===== config.mk =====
export PLATFORM = sky130hd
export DESIGN_NAME = pbc_bridge_cfg
export DESIGN_NICKNAME = d
export VERILOG_FILES = /design/src/core/pbc_pkg.sv /design/src/core/pbc_bridge_cfg.sv
export SDC_FILE = /design/constraint.sdc
export NUM_CORES = 1
export LEC_CHECK = 0
export ABC_AREA = 1
export BUFFER_PORTS_ARGS = -buffer_cell sky130_fd_sc_hd__clkbuf_2
export CORE_MARGIN = 3
export CORE_UTILIZATION = 57
export DETAILED_ROUTE_END_ITERATION = 16
export PLACE_DENSITY = 0.91
export SYNTH_ARGS = -nofsm -noshare
export SYNTH_HDL_FRONTEND = slang
export SYNTH_SLANG_ARGS = --single-unit

===== constraint.sdc =====
create_clock -name i_clk -period 2.87 [get_ports i_clk]
set_clock_uncertainty 0.05 [all_clocks]
set_input_delay 0.287 -clock i_clk [delete_from_list [all_inputs] [get_ports i_clk]]
set_output_delay 0.287 -clock i_clk [all_outputs]
set_load 0.05 [all_outputs]

===== src/core/pbc_pkg.sv =====
// package: register map, field positions, reset values and timing for pbc
package pbc_pkg;
    localparam logic [7:0] CTL2_IDX   = 8'h41;
    localparam logic [7:0] RSVD_IDX   = 8'h42;
    localparam logic [7:0] ARB1_IDX   = 8'h43;
    localparam logic [7:0] CTL2_RST   = 8'h96;
    localparam logic [7:0] RSVD_RST   = 8'h00;
    localparam logic [7:0] ARB1_RST   = 8'h80;
    // bridge_control_two fields
    localparam int CTL2_RSVD_BIT  = 7;
    localparam int RAW_CLK_BIT    = 6;
    localparam int SERR_FORCE_BIT = 5;
    localparam int POST_BIT       = 4;
    localparam int DISC_SIZE_LO   = 2;
    localparam int LINE_SEL_BIT   = 1;
    localparam int WR_WAIT_BIT    = 0;
    // arbiter_control_one fields
    localparam int GNT_EMPTY_BIT  = 7;
    localparam int ARB1_RSVD_BIT  = 6;
    localparam int MASK_EN_LO     = 3;
    localparam int MASK_LEN_LO    = 1;
    localparam int HOLD_RETRY_BIT = 0;
    // timing, in PCI clocks
    localparam logic [6:0] MASK_16 = 7'h10;
    localparam logic [6:0] MASK_32 = 7'h20;
    localparam logic [6:0] MASK_64 = 7'h40;
    localparam logic [1:0] HOLD_EXTRA  = 2'h2;
    localparam logic [1:0] WR_WAIT_CYC = 2'h1;
    localparam int NUM_REQ = 3;

    typedef struct packed {
        logic [7:0] addr;
        logic       wr;
        logic       rd;
        logic [7:0] wdata;
    } pbc_cfg_req_s;

    typedef struct packed {
        logic valid;
        logic write;
        logic is_mem;
        logic locked;
    } pbc_xcyc_s;
endpackage


===== src/core/pbc_bridge_cfg.sv =====
// pbc_bridge_cfg: PCI bridge control bits and arbiter grant qualification
`timescale 1ns/10ps
`default_nettype none

module pbc_bridge_cfg (
    input  wire logic                  i_clk,
    input  wire logic                  i_sys_rst,
    input  wire pbc_pkg::pbc_cfg_req_s i_cfg,
    output logic [7:0]                 o_cfg_rdata,
    output logic                       o_cfg_rvalid,
    input  wire logic                  i_perr_drive,
    input  wire logic                  i_perr_seen,
    output logic                       o_serr_n_o,
    output logic                       o_serr_n_oe,
    input  wire pbc_pkg::pbc_xcyc_s    i_xcyc,
    output logic                       o_post_write,
    input  wire logic                  i_slv_xfer,
    input  wire logic [11:0]           i_slv_addr,
    output logic                       o_slv_disconnect,
    input  wire logic                  i_xwr_start,
    output logic                       o_xwr_wait,
    input  wire logic                  i_raw_clk,
    output logic                       o_raw_clk_obs,
    input  wire logic [2:0]            i_req,
    input  wire logic [2:0]            i_arb_gnt,
    input  wire logic                  i_xbuf_empty,
    input  wire logic                  i_retry_done,
    input  wire logic [2:0]            i_retry_master,
    input  wire logic                  i_xhold_req,
    output logic [2:0]                 o_req_eff,
    output logic [2:0]                 o_gnt,
    output logic                       o_xhold
);

    logic [7:0] ctl2_r;
    logic [7:0] arb1_r;
    logic [2:0] masked;
    logic [1:0] hold_cnt_r;
    logic [1:0] wait_cnt_r;
    logic [2:0] raw_sync_r;
    logic [9:0] bound_mask;
    logic [6:0] mask_len;

    ////////////////////////////////////////////////////////////////////////
    // configuration registers
    always_ff @(posedge i_clk or posedge i_sys_rst) begin
        if (i_sys_rst) begin
            ctl2_r <= pbc_pkg::CTL2_RST;
            arb1_r <= pbc_pkg::ARB1_RST;
        end else if (i_cfg.wr) begin
            if (i_cfg.addr == pbc_pkg::CTL2_IDX) begin
                ctl2_r <= i_cfg.wdata;
                ctl2_r[pbc_pkg::CTL2_RSVD_BIT] <= 1'b0;
            end
            if (i_cfg.addr == pbc_pkg::ARB1_IDX) begin
                arb1_r <= i_cfg.wdata;
                arb1_r[pbc_pkg::ARB1_RSVD_BIT] <= 1'b1;
            end
        end
    end

    // reads answer one clock later; unmapped indices read zero
    always_ff @(posedge i_clk or posedge i_sys_rst) begin
        if (i_sys_rst) begin
            o_cfg_rdata  <= 8'h00;
            o_cfg_rvalid <= 1'b0;
        end else begin
            o_cfg_rvalid <= i_cfg.rd;
            unique case (i_cfg.addr)
                pbc_pkg::CTL2_IDX: o_cfg_rdata <= ctl2_r;
                pbc_pkg::RSVD_IDX: o_cfg_rdata <= pbc_pkg::RSVD_RST;
                pbc_pkg::ARB1_IDX: o_cfg_rdata <= arb1_r;
                default:           o_cfg_rdata <= 8'h00;
            endcase
        end
    end

    ////////////////////////////////////////////////////////////////////////
    // master side: error forcing and write posting
    assign o_serr_n_o = 1'b0;

    // open drain: enable low while pulling SERR low
    always_ff @(posedge i_clk or posedge i_sys_rst) begin
        if (i_sys_rst) begin
            o_serr_n_oe <= 1'b1;
        end else begin
            o_serr_n_oe <= ~(ctl2_r[pbc_pkg::SERR_FORCE_BIT] &
                             (i_perr_drive | i_perr_seen));
        end
    end

    // io and locked cycles stay unposted to keep ordering and atomicity
    assign o_post_write = ctl2_r[pbc_pkg::POST_BIT] & i_xcyc.valid &
                          i_xcyc.write & i_xcyc.is_mem &
                          ~i_xcyc.locked;

    ////////////////////////////////////////////////////////////////////////
    // slave side: burst disconnect boundary
    always_comb begin
        if (ctl2_r[pbc_pkg::LINE_SEL_BIT]) begin
            bound_mask = 10'h00f;
        end else begin
            unique case (ctl2_r[pbc_pkg::DISC_SIZE_LO +: 2])
                2'h0: bound_mask = 10'h07f;
                2'h1: bound_mask = 10'h0ff;
                2'h2: bound_mask = 10'h1ff;
                2'h3: bound_mask = 10'h3ff;
            endcase
        end
    end

    // disconnect on the last dword before the boundary
    assign o_slv_disconnect = i_slv_xfer &
        (&(i_slv_addr[9:2] | ~bound_mask[9:2]));

    // wait states on slave-initiated internal bus writes
    always_ff @(posedge i_clk or posedge i_sys_rst) begin
        if (i_sys_rst) begin
            wait_cnt_r <= 2'h0;
        end else if (i_xwr_start & ctl2_r[pbc_pkg::WR_WAIT_BIT]) begin
            wait_cnt_r <= pbc_pkg::WR_WAIT_CYC;
        end else if (wait_cnt_r != 2'h0) begin
            wait_cnt_r <= wait_cnt_r - 2'h1;
        end
    end
    assign o_xwr_wait = (wait_cnt_r != 2'h0);

    ////////////////////////////////////////////////////////////////////////
    // debug raw clock view; only stage 2 and 3 are looked at
    always_ff @(posedge i_clk or posedge i_sys_rst) begin
        if (i_sys_rst) begin
            raw_sync_r <= 3'h0;
        end else begin
            raw_sync_r <= {raw_sync_r[1:0], i_raw_clk};
        end
    end

    always_ff @(posedge i_clk or posedge i_sys_rst) begin
        if (i_sys_rst) begin
            o_raw_clk_obs <= 1'b0;
        end else if (!ctl2_r[pbc_pkg::RAW_CLK_BIT]) begin
            o_raw_clk_obs <= 1'b0;
        end else if (raw_sync_r[2] == raw_sync_r[1]) begin
            o_raw_clk_obs <= raw_sync_r[2];
        end
    end

    ////////////////////////////////////////////////////////////////////////
    // arbiter: retry masking per request line
    always_comb begin
        unique case (arb1_r[pbc_pkg::MASK_LEN_LO +: 2])
            2'h0: mask_len = 7'h00;
            2'h1: mask_len = pbc_pkg::MASK_16;
            2'h2: mask_len = pbc_pkg::MASK_32;
            2'h3: mask_len = pbc_pkg::MASK_64;
        endcase
    end

    for (genvar g = 0; g < pbc_pkg::NUM_REQ; g++) begin : g_mask
        logic [6:0] cnt_r;
        always_ff @(posedge i_clk or posedge i_sys_rst) begin
            if (i_sys_rst) begin
                cnt_r <= 7'h00;
            end else if (i_retry_done & i_retry_master[g] &
                         arb1_r[pbc_pkg::MASK_EN_LO + g]) begin
                cnt_r <= mask_len;
            end else if (cnt_r != 7'h00) begin
                cnt_r <= cnt_r - 7'h01;
            end
        end
        assign masked[g] = (cnt_r != 7'h00);
    end

    assign o_req_eff = i_req & ~masked;
    // grants also dropped for masked lines so the core cannot race it
    assign o_gnt = i_arb_gnt & ~masked &
        {3{~arb1_r[pbc_pkg::GNT_EMPTY_BIT] | i_xbuf_empty}};

    // internal bus hold stretch after a retry
    always_ff @(posedge i_clk or posedge i_sys_rst) begin
        if (i_sys_rst) begin
            hold_cnt_r <= 2'h0;
        end else if (i_retry_done & arb1_r[pbc_pkg::HOLD_RETRY_BIT]) begin
            hold_cnt_r <= pbc_pkg::HOLD_EXTRA;
        end else if (hold_cnt_r != 2'h0) begin
            hold_cnt_r <= hold_cnt_r - 2'h1;
        end
    end
    assign o_xhold = i_xhold_req | (hold_cnt_r != 2'h0);

    ////////////////////////////////////////////////////////////////////////
    // assertions
    property p_serr_force;
        @(posedge i_clk) disable iff (i_sys_rst)
        (ctl2_r[pbc_pkg::SERR_FORCE_BIT] && i_perr_seen) |=> !o_serr_n_oe;
    endproperty
    a_serr_force: assert property (p_serr_force)
        else $error("serr not forced on perr");

    property p_no_post_io;
        @(posedge i_clk) disable iff (i_sys_rst)
        (!i_xcyc.is_mem || i_xcyc.locked) |-> !o_post_write;
    endproperty
    a_no_post_io: assert property (p_no_post_io)
        else $error("io or locked write posted");

    property p_line_disc;
        @(posedge i_clk) disable iff (i_sys_rst)
        (ctl2_r[pbc_pkg::LINE_SEL_BIT] && i_slv_xfer)
            |-> (o_slv_disconnect == (i_slv_addr[3:2] == 2'h3));
    endproperty
    a_line_disc: assert property (p_line_disc)
        else $error("line disconnect wrong");

    property p_128_disc;
        @(posedge i_clk) disable iff (i_sys_rst)
        (ctl2_r[3:1] == 3'h0 && i_slv_xfer)
            |-> (o_slv_disconnect == (i_slv_addr[6:2] == 5'h1f));
    endproperty
    a_128_disc: assert property (p_128_disc)
        else $error("128 byte disconnect wrong");

    property p_grant_qual;
        @(posedge i_clk) disable iff (i_sys_rst)
        (arb1_r[pbc_pkg::GNT_EMPTY_BIT] && !i_xbuf_empty) |-> (o_gnt == 3'h0);
    endproperty
    a_grant_qual: assert property (p_grant_qual)
        else $error("grant with buffers busy");

    property p_mask16;
        @(posedge i_clk) disable iff (i_sys_rst)
        (i_retry_done && i_retry_master[0] && arb1_r[3:1] == 3'h5)
            |=> masked[0] [*8] ##9 !masked[0];
    endproperty
    a_mask16: assert property (p_mask16)
        else $error("sixteen clock mask wrong");

    property p_no_mask_dis;
        @(posedge i_clk) disable iff (i_sys_rst)
        (i_retry_done && !arb1_r[pbc_pkg::MASK_EN_LO] && !masked[0])
            |=> !masked[0];
    endproperty
    a_no_mask_dis: assert property (p_no_mask_dis)
        else $error("disabled line masked");

    property p_hold_two;
        @(posedge i_clk) disable iff (i_sys_rst)
        (i_retry_done && arb1_r[pbc_pkg::HOLD_RETRY_BIT]) |=> o_xhold [*2];
    endproperty
    a_hold_two: assert property (p_hold_two)
        else $error("hold not stretched");

    property p_ctl2_rsvd;
        @(posedge i_clk) disable iff (i_sys_rst)
        (i_cfg.wr && i_cfg.addr == pbc_pkg::CTL2_IDX)
            |=> !ctl2_r[pbc_pkg::CTL2_RSVD_BIT];
    endproperty
    a_ctl2_rsvd: assert property (p_ctl2_rsvd)
        else $error("reserved bit wrong");

    property p_raw_off;
        @(posedge i_clk) disable iff (i_sys_rst)
        !ctl2_r[pbc_pkg::RAW_CLK_BIT] |=> !o_raw_clk_obs;
    endproperty
    a_raw_off: assert property (p_raw_off)
        else $error("raw clock seen while off");

    property p_wait;
        @(posedge i_clk) disable iff (i_sys_rst)
        (i_xwr_start && ctl2_r[pbc_pkg::WR_WAIT_BIT]) |=> o_xwr_wait;
    endproperty
    a_wait: assert property (p_wait)
        else $error("no write wait state");

    property p_unmask;
        @(posedge i_clk) disable iff (i_sys_rst)
        (!masked[1] && !(i_retry_done && i_retry_master[1]))
            |=> !masked[1];
    endproperty
    a_unmask: assert property (p_unmask)
        else $error("mask without retry");

endmodule // pbc_bridge_cfg
`default_nettype wire


# Word level (Yosys, flattened, before mapping)
# Cells that the tools add are included.
[op_classes] n_addsub=5 eq_ne=10 muxes=16 bitwise=26 reduce_logical=15
[ops] operator="$mux W7" count=6
[ops] operator="$pmux W10 S4" count=1
[ops] operator="$pmux W7 S4" count=1
[ops] operator="$reduce_bool A7 Y1" count=3
[ops] operator="$sub A7 B1 Y7 const B" count=3
[ops] operator="$eq A8 B7 Y1 const B" count=2
[ops] operator="$pmux W8 S2" count=1
[ops] operator="$and A1 B1 Y1" count=14
[ops] operator="$reduce_bool A2 Y1" count=7
[ops] operator="$mux W10" count=1
[ops] operator="$and A3 B3 Y3" count=3
[ops] operator="$eq A2 B2 Y1 const B" count=4
[ops] operator="$mux W2" count=4
[ops] operator="$not A8 Y8" count=1
[ops] operator="$or A8 B8 Y8" count=1
[ops] operator="$reduce_and A8 Y1" count=1
[ops] operator="$eq A2 B1 Y1 const B" count=2
[ops] operator="$logic_not A2 Y1" count=2
[ops] operator="$reduce_and A2 Y1" count=2
[ops] operator="$sub A2 B1 Y2 const B" count=2
[ops] operator="$not A1 Y1" count=3
[ops] operator="$not A3 Y3" count=1
[ops] operator="$or A1 B1 Y1" count=3
[ops] operator="$mux W1" count=2
[ops] operator="other kinds (2)" count=2
[word_totals] register_bits=55 input_bits=53 output_inout_bits=22

# Logic depth before layout (Yosys ltp)
# Gate-level depths: netlist of the first run.
[depth] depth_word=7 ltp_mapped=9

# Worst setup path after synthesis of the first run
# OpenSTA, ideal clock, no wires.
[synth_timing] path_kind="flip-flop to output port" from="register g_mask[1].cnt_r[0]" to="output o_gnt[1]" arrival_time_ns=2.120 setup_slack_ns=0.413 stages_incl_launch_ff=7 cell_sequence="dfrtp_1 > inv_1 > ha_1 > inv_1 > nor2_1 > nand3_2 > nor3b_1"
[synth_between] elab_chain_cells=4
[synth_rtl] element="start: declaration" line="pbc_bridge_cfg.sv:160" rtl="logic [6:0] cnt_r;"
[synth_rtl] element="start signal: assignment" line="pbc_bridge_cfg.sv:166" rtl="cnt_r <= mask_len;"
[synth_rtl] element="start signal: assignment" line="pbc_bridge_cfg.sv:168" rtl="cnt_r <= cnt_r - 7'h01;"
[synth_rtl] element="$reduce_bool A7 Y1" line="pbc_bridge_cfg.sv:171" rtl="assign masked[g] = (cnt_r != 7'h00);"
[synth_rtl] element="$not A3 Y3" line="pbc_bridge_cfg.sv:176" rtl="assign o_gnt = i_arb_gnt & ~masked &"
[synth_rtl] element="$and A3 B3 Y3 (2 in series)" line="pbc_bridge_cfg.sv:176"
[synth_rtl] element="end: declaration" line="pbc_bridge_cfg.sv:31" rtl="output logic [2:0] o_gnt,"
# No other way between the ends.

# Worst setup path in the final report of the first run
[layout_timing] from="register g_mask[2].cnt_r[0]" to="output o_gnt[2]"
[layout_between] elab_chain_cells=4
[layout_rtl] element="start: declaration" line="pbc_bridge_cfg.sv:160"
[layout_rtl] element="start signal: assignment" line="pbc_bridge_cfg.sv:166"
[layout_rtl] element="start signal: assignment" line="pbc_bridge_cfg.sv:168"
[layout_rtl] element="$reduce_bool A7 Y1" line="pbc_bridge_cfg.sv:171"
[layout_rtl] element="$not A3 Y3" line="pbc_bridge_cfg.sv:176"
[layout_rtl] element="$and A3 B3 Y3 (2 in series)" line="pbc_bridge_cfg.sv:176"
# No other way between the ends.

==> flow_summary.ini, run 1 <==
[critical_path]
cp_slowest_stage_delay_ns = 0.38
worstReg2RegStart = g_mask[2].cnt_r[0]
arrival_ns = 1.98
required_ns = 2.53
rrSetupSlack_ns = 1.26
path_class = reg2out
cp_common_cell = inv_1
rr_endpoint = g_mask[2].cnt_r[5]
cp-end-kind = primary output
rr_worst_depth = 9
critical-path-top-delay-family = simple AND/OR/NAND/NOR gates
cp-start-kind = flip-flop
crit_buf_inv = 3
cpMaxStageDelayCell = dfrtp_1
critPathMaxFanout = 6
path_cells = inv_1 -> ha_1 -> inv_1 -> nor2_1 -> nand3_1 -> nor3b_1 -> clkbuf_2

[floorplanning]
io_pins = 75
rows = 25
die_area_um2 = 5920
fp.dieW_um = 76.9
core_area_um2 = 4790
start_util_pct = 59.9
die_h_um = 76.9

[global_routing]
grt_pass1_wl_um = 11000
antenna_found_initial = 0
grt_max_degree = 31
grt_util_all_layers_pct = 22.8
grt_pass1_vias = 2564
grt_overflow_total = 0

[yosys]
netlist_area_um2 = 2870
synth_top_family_by_area = simple AND/OR/NAND/NOR gates
syn-num-nets = 418
synth_fa_ha_area_share_pct = 3.49
postSynthCellCount = 357
synthMuxAreaShare_pct = 0
yosys.area_share.simple_pct = 33.0
yosysWarnings = 0
yosys.area_share.xor_xnor_pct = 1.53
ys_seq_area_share_pct = 48.2
ys_types = 32
syn_avg_cell_area_um2 = 8.04
synth_compound_area_share_pct = 5.02
synth_seq_cells = 55

[timing]
tns_ns = 0
fin_crit_sh_pct = 80.8
finalSetupViolCount = 0
max_freq_ghz = 0.431
slew_headroom_pct = 58.6
slew_viol_final = 0
rsz0062_at_grt = false
worstMarginPinSlew_ns = 0.620
finalHoldViolCount = 0
holdWs_ns = 0.0248
fin_crit_ns = 2.32

[clock_tree]
cts_tree = yes
htree_levels = 2
cts_buffer_depth = 2
cts_root_buf = clkbuf_8
path_clk_slew_ns = 0.10
cts_buffers = 5
cts.sinks = 55
clk_latency_ns = 0.31
cts_setup_buffers = 0

[routing]
wl_per_cell_um = 12.6
num_vias = 2551
ant_nets = 0
drc_errors = 0
finalWirelength_um = 6240
drtIter0Drc = 161
via_per_inst = 5.15
first_pass_iters = 5

[finish]
final_area_um2 = 3370
nNetsFinal = 488
area_growth_pct = 17.6
drive_gt1_share_pct = 24.5
n_antenna_cell = 0

[placement]
place_congestion = 0.875
io_buffers = 69
dp_hpwl_um = 4790
place_area_um2 = 3240

[flow_run]
cap_viol_max_count = 0

[outcome]
outcome = finished clean

[power]
power.total_mw = 2.59
power.density_nw_per_um2 = 767
max-vdd-ir-drop_uv = 365
p_leak_nw = 1.90

[hold_path]
hold_end = raw_sync_r[0]
hold_class = in2reg
holdPathStages = 1
worstHoldStart = i_raw_clk
## worst register-to-register path, stage by stage (launching register included)
cell and delay, ns:
dfrtp_1 0.38, inv_1 0.14, ha_1 0.17, inv_1 0.04, nor2_1 0.13, nand3_1 0.23, nand2_1 0.16, inv_1 0.07
nand3_1 0.07, nand2_1 0.06
## area by class of cell
cell class                      instances  area [um^2]
Clock buffer                            6         82.6
Clock inverter                          2         38.8
Fill cell                             390         1410
Inverter                               49          184
Multi-Input combinational cell        245         1240
Sequential cell                        55         1380
Tap cell                               67         83.8
Timing Repair Buffer                   71          363
## worst max path at each step
stage | startpoint | cells after the start | to | slack (ns)
after floorplan | g_mask[1].cnt_r[0] | 6 | o_gnt[1] | 0.41
after global placement | g_mask[2].cnt_r[0] | 7 | o_gnt[2] | 1.01
after detailed placement | g_mask[1].cnt_r[0] | 7 | o_gnt[1] | 0.90
after CTS | g_mask[2].cnt_r[0] | 7 | o_gnt[2] | 0.57
after global routing | g_mask[2].cnt_r[0] | 7 | o_gnt[2] | 0.44
final | g_mask[2].cnt_r[0] | 7 | o_gnt[2] | 0.55
## cell usage in the layout, fill, tap and decap left out, drive strengths merged, types with 5 or more instances in the layout
cell / instances
dfstp: 6
ha: 8
xor2: 5
nand3: 43
nand4: 12
dfrtp: 49
inv: 50
nand2: 99
nor2: 43
clkbuf: 75
o21ai: 15
a21oi: 10
## routing by layer
metal,wire length [um],global-route usage (%)
met1,2350,25.3
met2,3330,43.2
met3,437,4.58
met4,120,7.25
met5,0,0
## sequential cells by signal, indices dropped and copies added, names as in the netlist
register	count
o_raw_clk_obs	1
o_cfg_rdata	8
g_mask.cnt_r	21
o_cfg_rvalid	1
hold_cnt_r	2
o_serr_n_oe	1
ctl2_r	8
raw_sync_r	3
arb1_r	8
wait_cnt_r	2
## cell usage after synthesis (all sizes together)
master,n,area share (%)
clkbuf,1,0.17
conb,1,0.13
o211ai,1,0.26
dfrtp,49,43
inv,49,6.4
nand3,43,8.8
o21bai,1,0.26
dfstp,6,5.5
and2,1,0.22
a21oi,10,1.7
o21ai,15,2.7
nand2,99,13
nor3,1,0.17
ha,8,3.5
xor2,5,1.5
or2,2,0.44
buf,7,2.0
nor2,43,6.7
nand4,12,2.8
nand3b,1,0.26
nor3b,2,0.52
## through the flow
step,setup slack (ns),util (%),cells
finish,0.551,70.5,495
global placement,1.01,67.7,486
global route,0.439,70.5,495
detailed placement,0.895,67.7,486
CTS,0.567,70.5,495
floorplan,0.413,-,357
## what timing repair did
action	CTS	global route
gates resized for setup	0	0
endpoints found under the hold margin	20	0
hold buffers	1	0
## power by group
part | total [mW] | switching [mW] | internal, mW | leakage, nW
clock network | 0.540 | 0.253 | 0.287 | 0.0618
registers | 1.14 | 0.161 | 0.976 | 0.677
logic | 0.910 | 0.572 | 0.338 | 1.16
total | 2.59 | 0.986 | 1.60 | 1.90
## cells by family (layout without fill, tap and decap cells)
family | count (synthesis) | in the layout
adders and majority gates | 8 | 8
buffers and inverters | 57 | 128
and+or+nand+nor | 204 | 204
xor gates and xnor gates | 5 | 5
other | 1 | 1
DFF | 55 | 55
AOI/OAI and AO/OA | 27 | 27
Power figures use the tool's default switching activity.
==> inputs of run 2 (changes only) <==
CORE_UTILIZATION = 53   (was 57)
PLACE_DENSITY = 0.86   (was 0.91)
clock period = 2.4 ns   (was 2.87 ns; I/O delays follow)
==> run 2 against run 1 <==
  * Via count is 0.47% lower
  * Sequential share of layout area is 0.23 points lower
  * Non-clock buffer count increased by 3
  * Largest power group unchanged
  * Highest routed layer unchanged
==> flow_summary.ini, run 2 (synthesis results as in run 1) <==
[outcome]
outcome = finished clean

[placement]
dp_hpwl_um = 4630
post-place-ws_ns = 0.535
place_congestion = 0.894
io_buffers = 69
post-place-cells = 490

[routing]
drc_errors = 0
wl_per_cell_um = 12.2
ant_nets = 0
via_per_inst = 5.07
finalWirelength_um = 6130
first_pass_iters = 4
drtIter0Drc = 107
num_vias = 2539

[power]
internal-power_mw = 1.84
p_leak_nw = 1.91
p_switching_mw = 1.16
combPwrFrac_pct = 36.1
p_seq_share_pct = 45.3
p_clk_share_pct = 18.6
switching_share_pct = 38.7
max-vdd-ir-drop_uv = 355
power.density_nw_per_um2 = 883

[timing]
tns_ns = 0
finalHoldViolCount = 0
slew_headroom_pct = 60.3
worstMarginPinSlew_ns = 0.595
max_freq_ghz = 0.454
rsz0062_at_grt = false
fin_crit_ns = 2.20
finalSetupViolCount = 0
fin_crit_sh_pct = 91.7
worst_slack_ns = 0.199
slew_viol_final = 0

[flow_run]
cap_viol_max_count = 0

[clock_tree]
cts_tree = yes
cts_resized = 0
cts_buffer_depth = 2
cts_buffers = 5
path_clk_slew_ns = 0.10
cts.sinks = 55
cts_root_buf = clkbuf_8
htree_levels = 2
clk_latency_ns = 0.30

[critical_path]
arrival_ns = 1.91
cp-start-kind = flip-flop
cp_common_cell = inv_1
path_class = reg2out
critPathMaxFanout = 6
cp_slowest_stage_delay_ns = 0.37
path_cells = inv_1 -> ha_1 -> inv_1 -> nor2_1 -> nand3_1 -> nor3b_1 -> clkbuf_2
cpMaxStageDelayCell = dfrtp_1
cp-end-kind = primary output
required_ns = 2.11

[finish]
n_antenna_cell = 0
drive_gt1_share_pct = 24.8
largest_reg_flops = 21
area_growth_pct = 18.2
fillers = 429
nNetsFinal = 491
final_cell_mix = nand2_1, clkbuf_2, dfrtp_1
largest-register = g_mask.cnt_r
fin_cells = 501
final_common_cell = nand2_1
multi_input_area_um2 = 1240
area.sequential_um2 = 1380

[global_routing]
grt_pass1_wl_um = 10400
antenna_found_initial = 0
grt_max_degree = 38
grt_util_all_layers_pct = 20.6
grt_pass1_vias = 2431
grt_overflow_total = 0

[floorplanning]
rows = 26
start_util_pct = 55.5
fp.dieW_um = 79.6
die_area_um2 = 6330
core_area_um2 = 5170
io_pins = 75
die_h_um = 79.6

[hold_path]
hold_class = in2reg
run 2: changes by cell type in the layout (fill, tap and decap cells not counted), sizes merged:
| cell | delta |
|---|---|
| dlygate4sd3 | +2 |
| buf | +1 |
| bufinv | -1 |
| clkbuf | +1 |
| clkinvlp | +1 |
| inv | -1 |
run 2: worst paths after layout:
kind	to	slack, ns	cells past startpoint	from
setup / recovery	o_gnt[2]	0.20	7	g_mask[2].cnt_r[0]
setup reg to reg	g_mask[2].cnt_r[1]	0.88	8	g_mask[2].cnt_r[0]
hold / removal	o_serr_n_oe	0.02	2	i_perr_drive
min in group asynchronous	g_mask[2].cnt_r[6]	0.43	4	i_sys_rst
max in group asynchronous	ctl2_r[1]	1.41	4	i_sys_rst
hold reg to reg	raw_sync_r[1]	0.31	0	raw_sync_r[0]
run 2: what timing repair did:
action / CTS / global route
setup endpoints to repair: 0 / 0
buffers inserted: 0 / 0
hold buffers: 3 / 0
hold endpoints to repair: 51 / 0
run 2: power by group through the flow:
| stage | Combinational, mW | Sequential (mW) | Clock (mW) |
|---|---|---|---|
| 6_report | 1.08 | 1.36 | 0.556 |
| 2_1_floorplan | 0.859 | 1.33 | 0 |
| 4_1_cts | 1.09 | 1.35 | 0.568 |
| 5_1_grt | 1.25 | 1.38 | 0.610 |
| 3_3_place_gp | 1.01 | 1.35 | 0 |
| 3_5_place_dp | 1.08 | 1.37 | 0 |
run 2: final cells by class:
class	count	share of cell area [%]
multi-input cells	245	36.6
inverters	49	5.42
well taps	70	2.58
clock inverters	1	0.221
clock buffers	7	2.84
repair buffers	74	11.5
flip-flops and latches	55	40.8
run 2: per-stage QoR:
stage	cell area, um^2	power (mW)	hold WS (ns)	utilization [%]
after global routing	3390	3.23	0.0161	65.6
after detailed placement	3260	2.45	0.220	63.0
after floorplan	2870	2.19	0.221	-
after global placement	3260	2.36	0.215	63.0
final	3390	2.99	0.0164	65.6
after CTS	3390	3.00	0.0124	65.6
run 2: worst max-delay path: cells and delay by family, from the launching register on:
family	cells	cell delay (ns)
AND/OR/NAND/NOR	3	0.61
buffers and inverters	3	0.47
flip-flops	1	0.37
adder cells (fa/ha/maj)	1	0.16
run 2: layer usage:
metal	wire length [um]	up-vias	track usage [%]
met3	346	4	4.85
met4	31	0	4.47
met5	0	-	0
met2	3130	67	37.1
li1	-	1277	-
met1	2630	1191	24.9
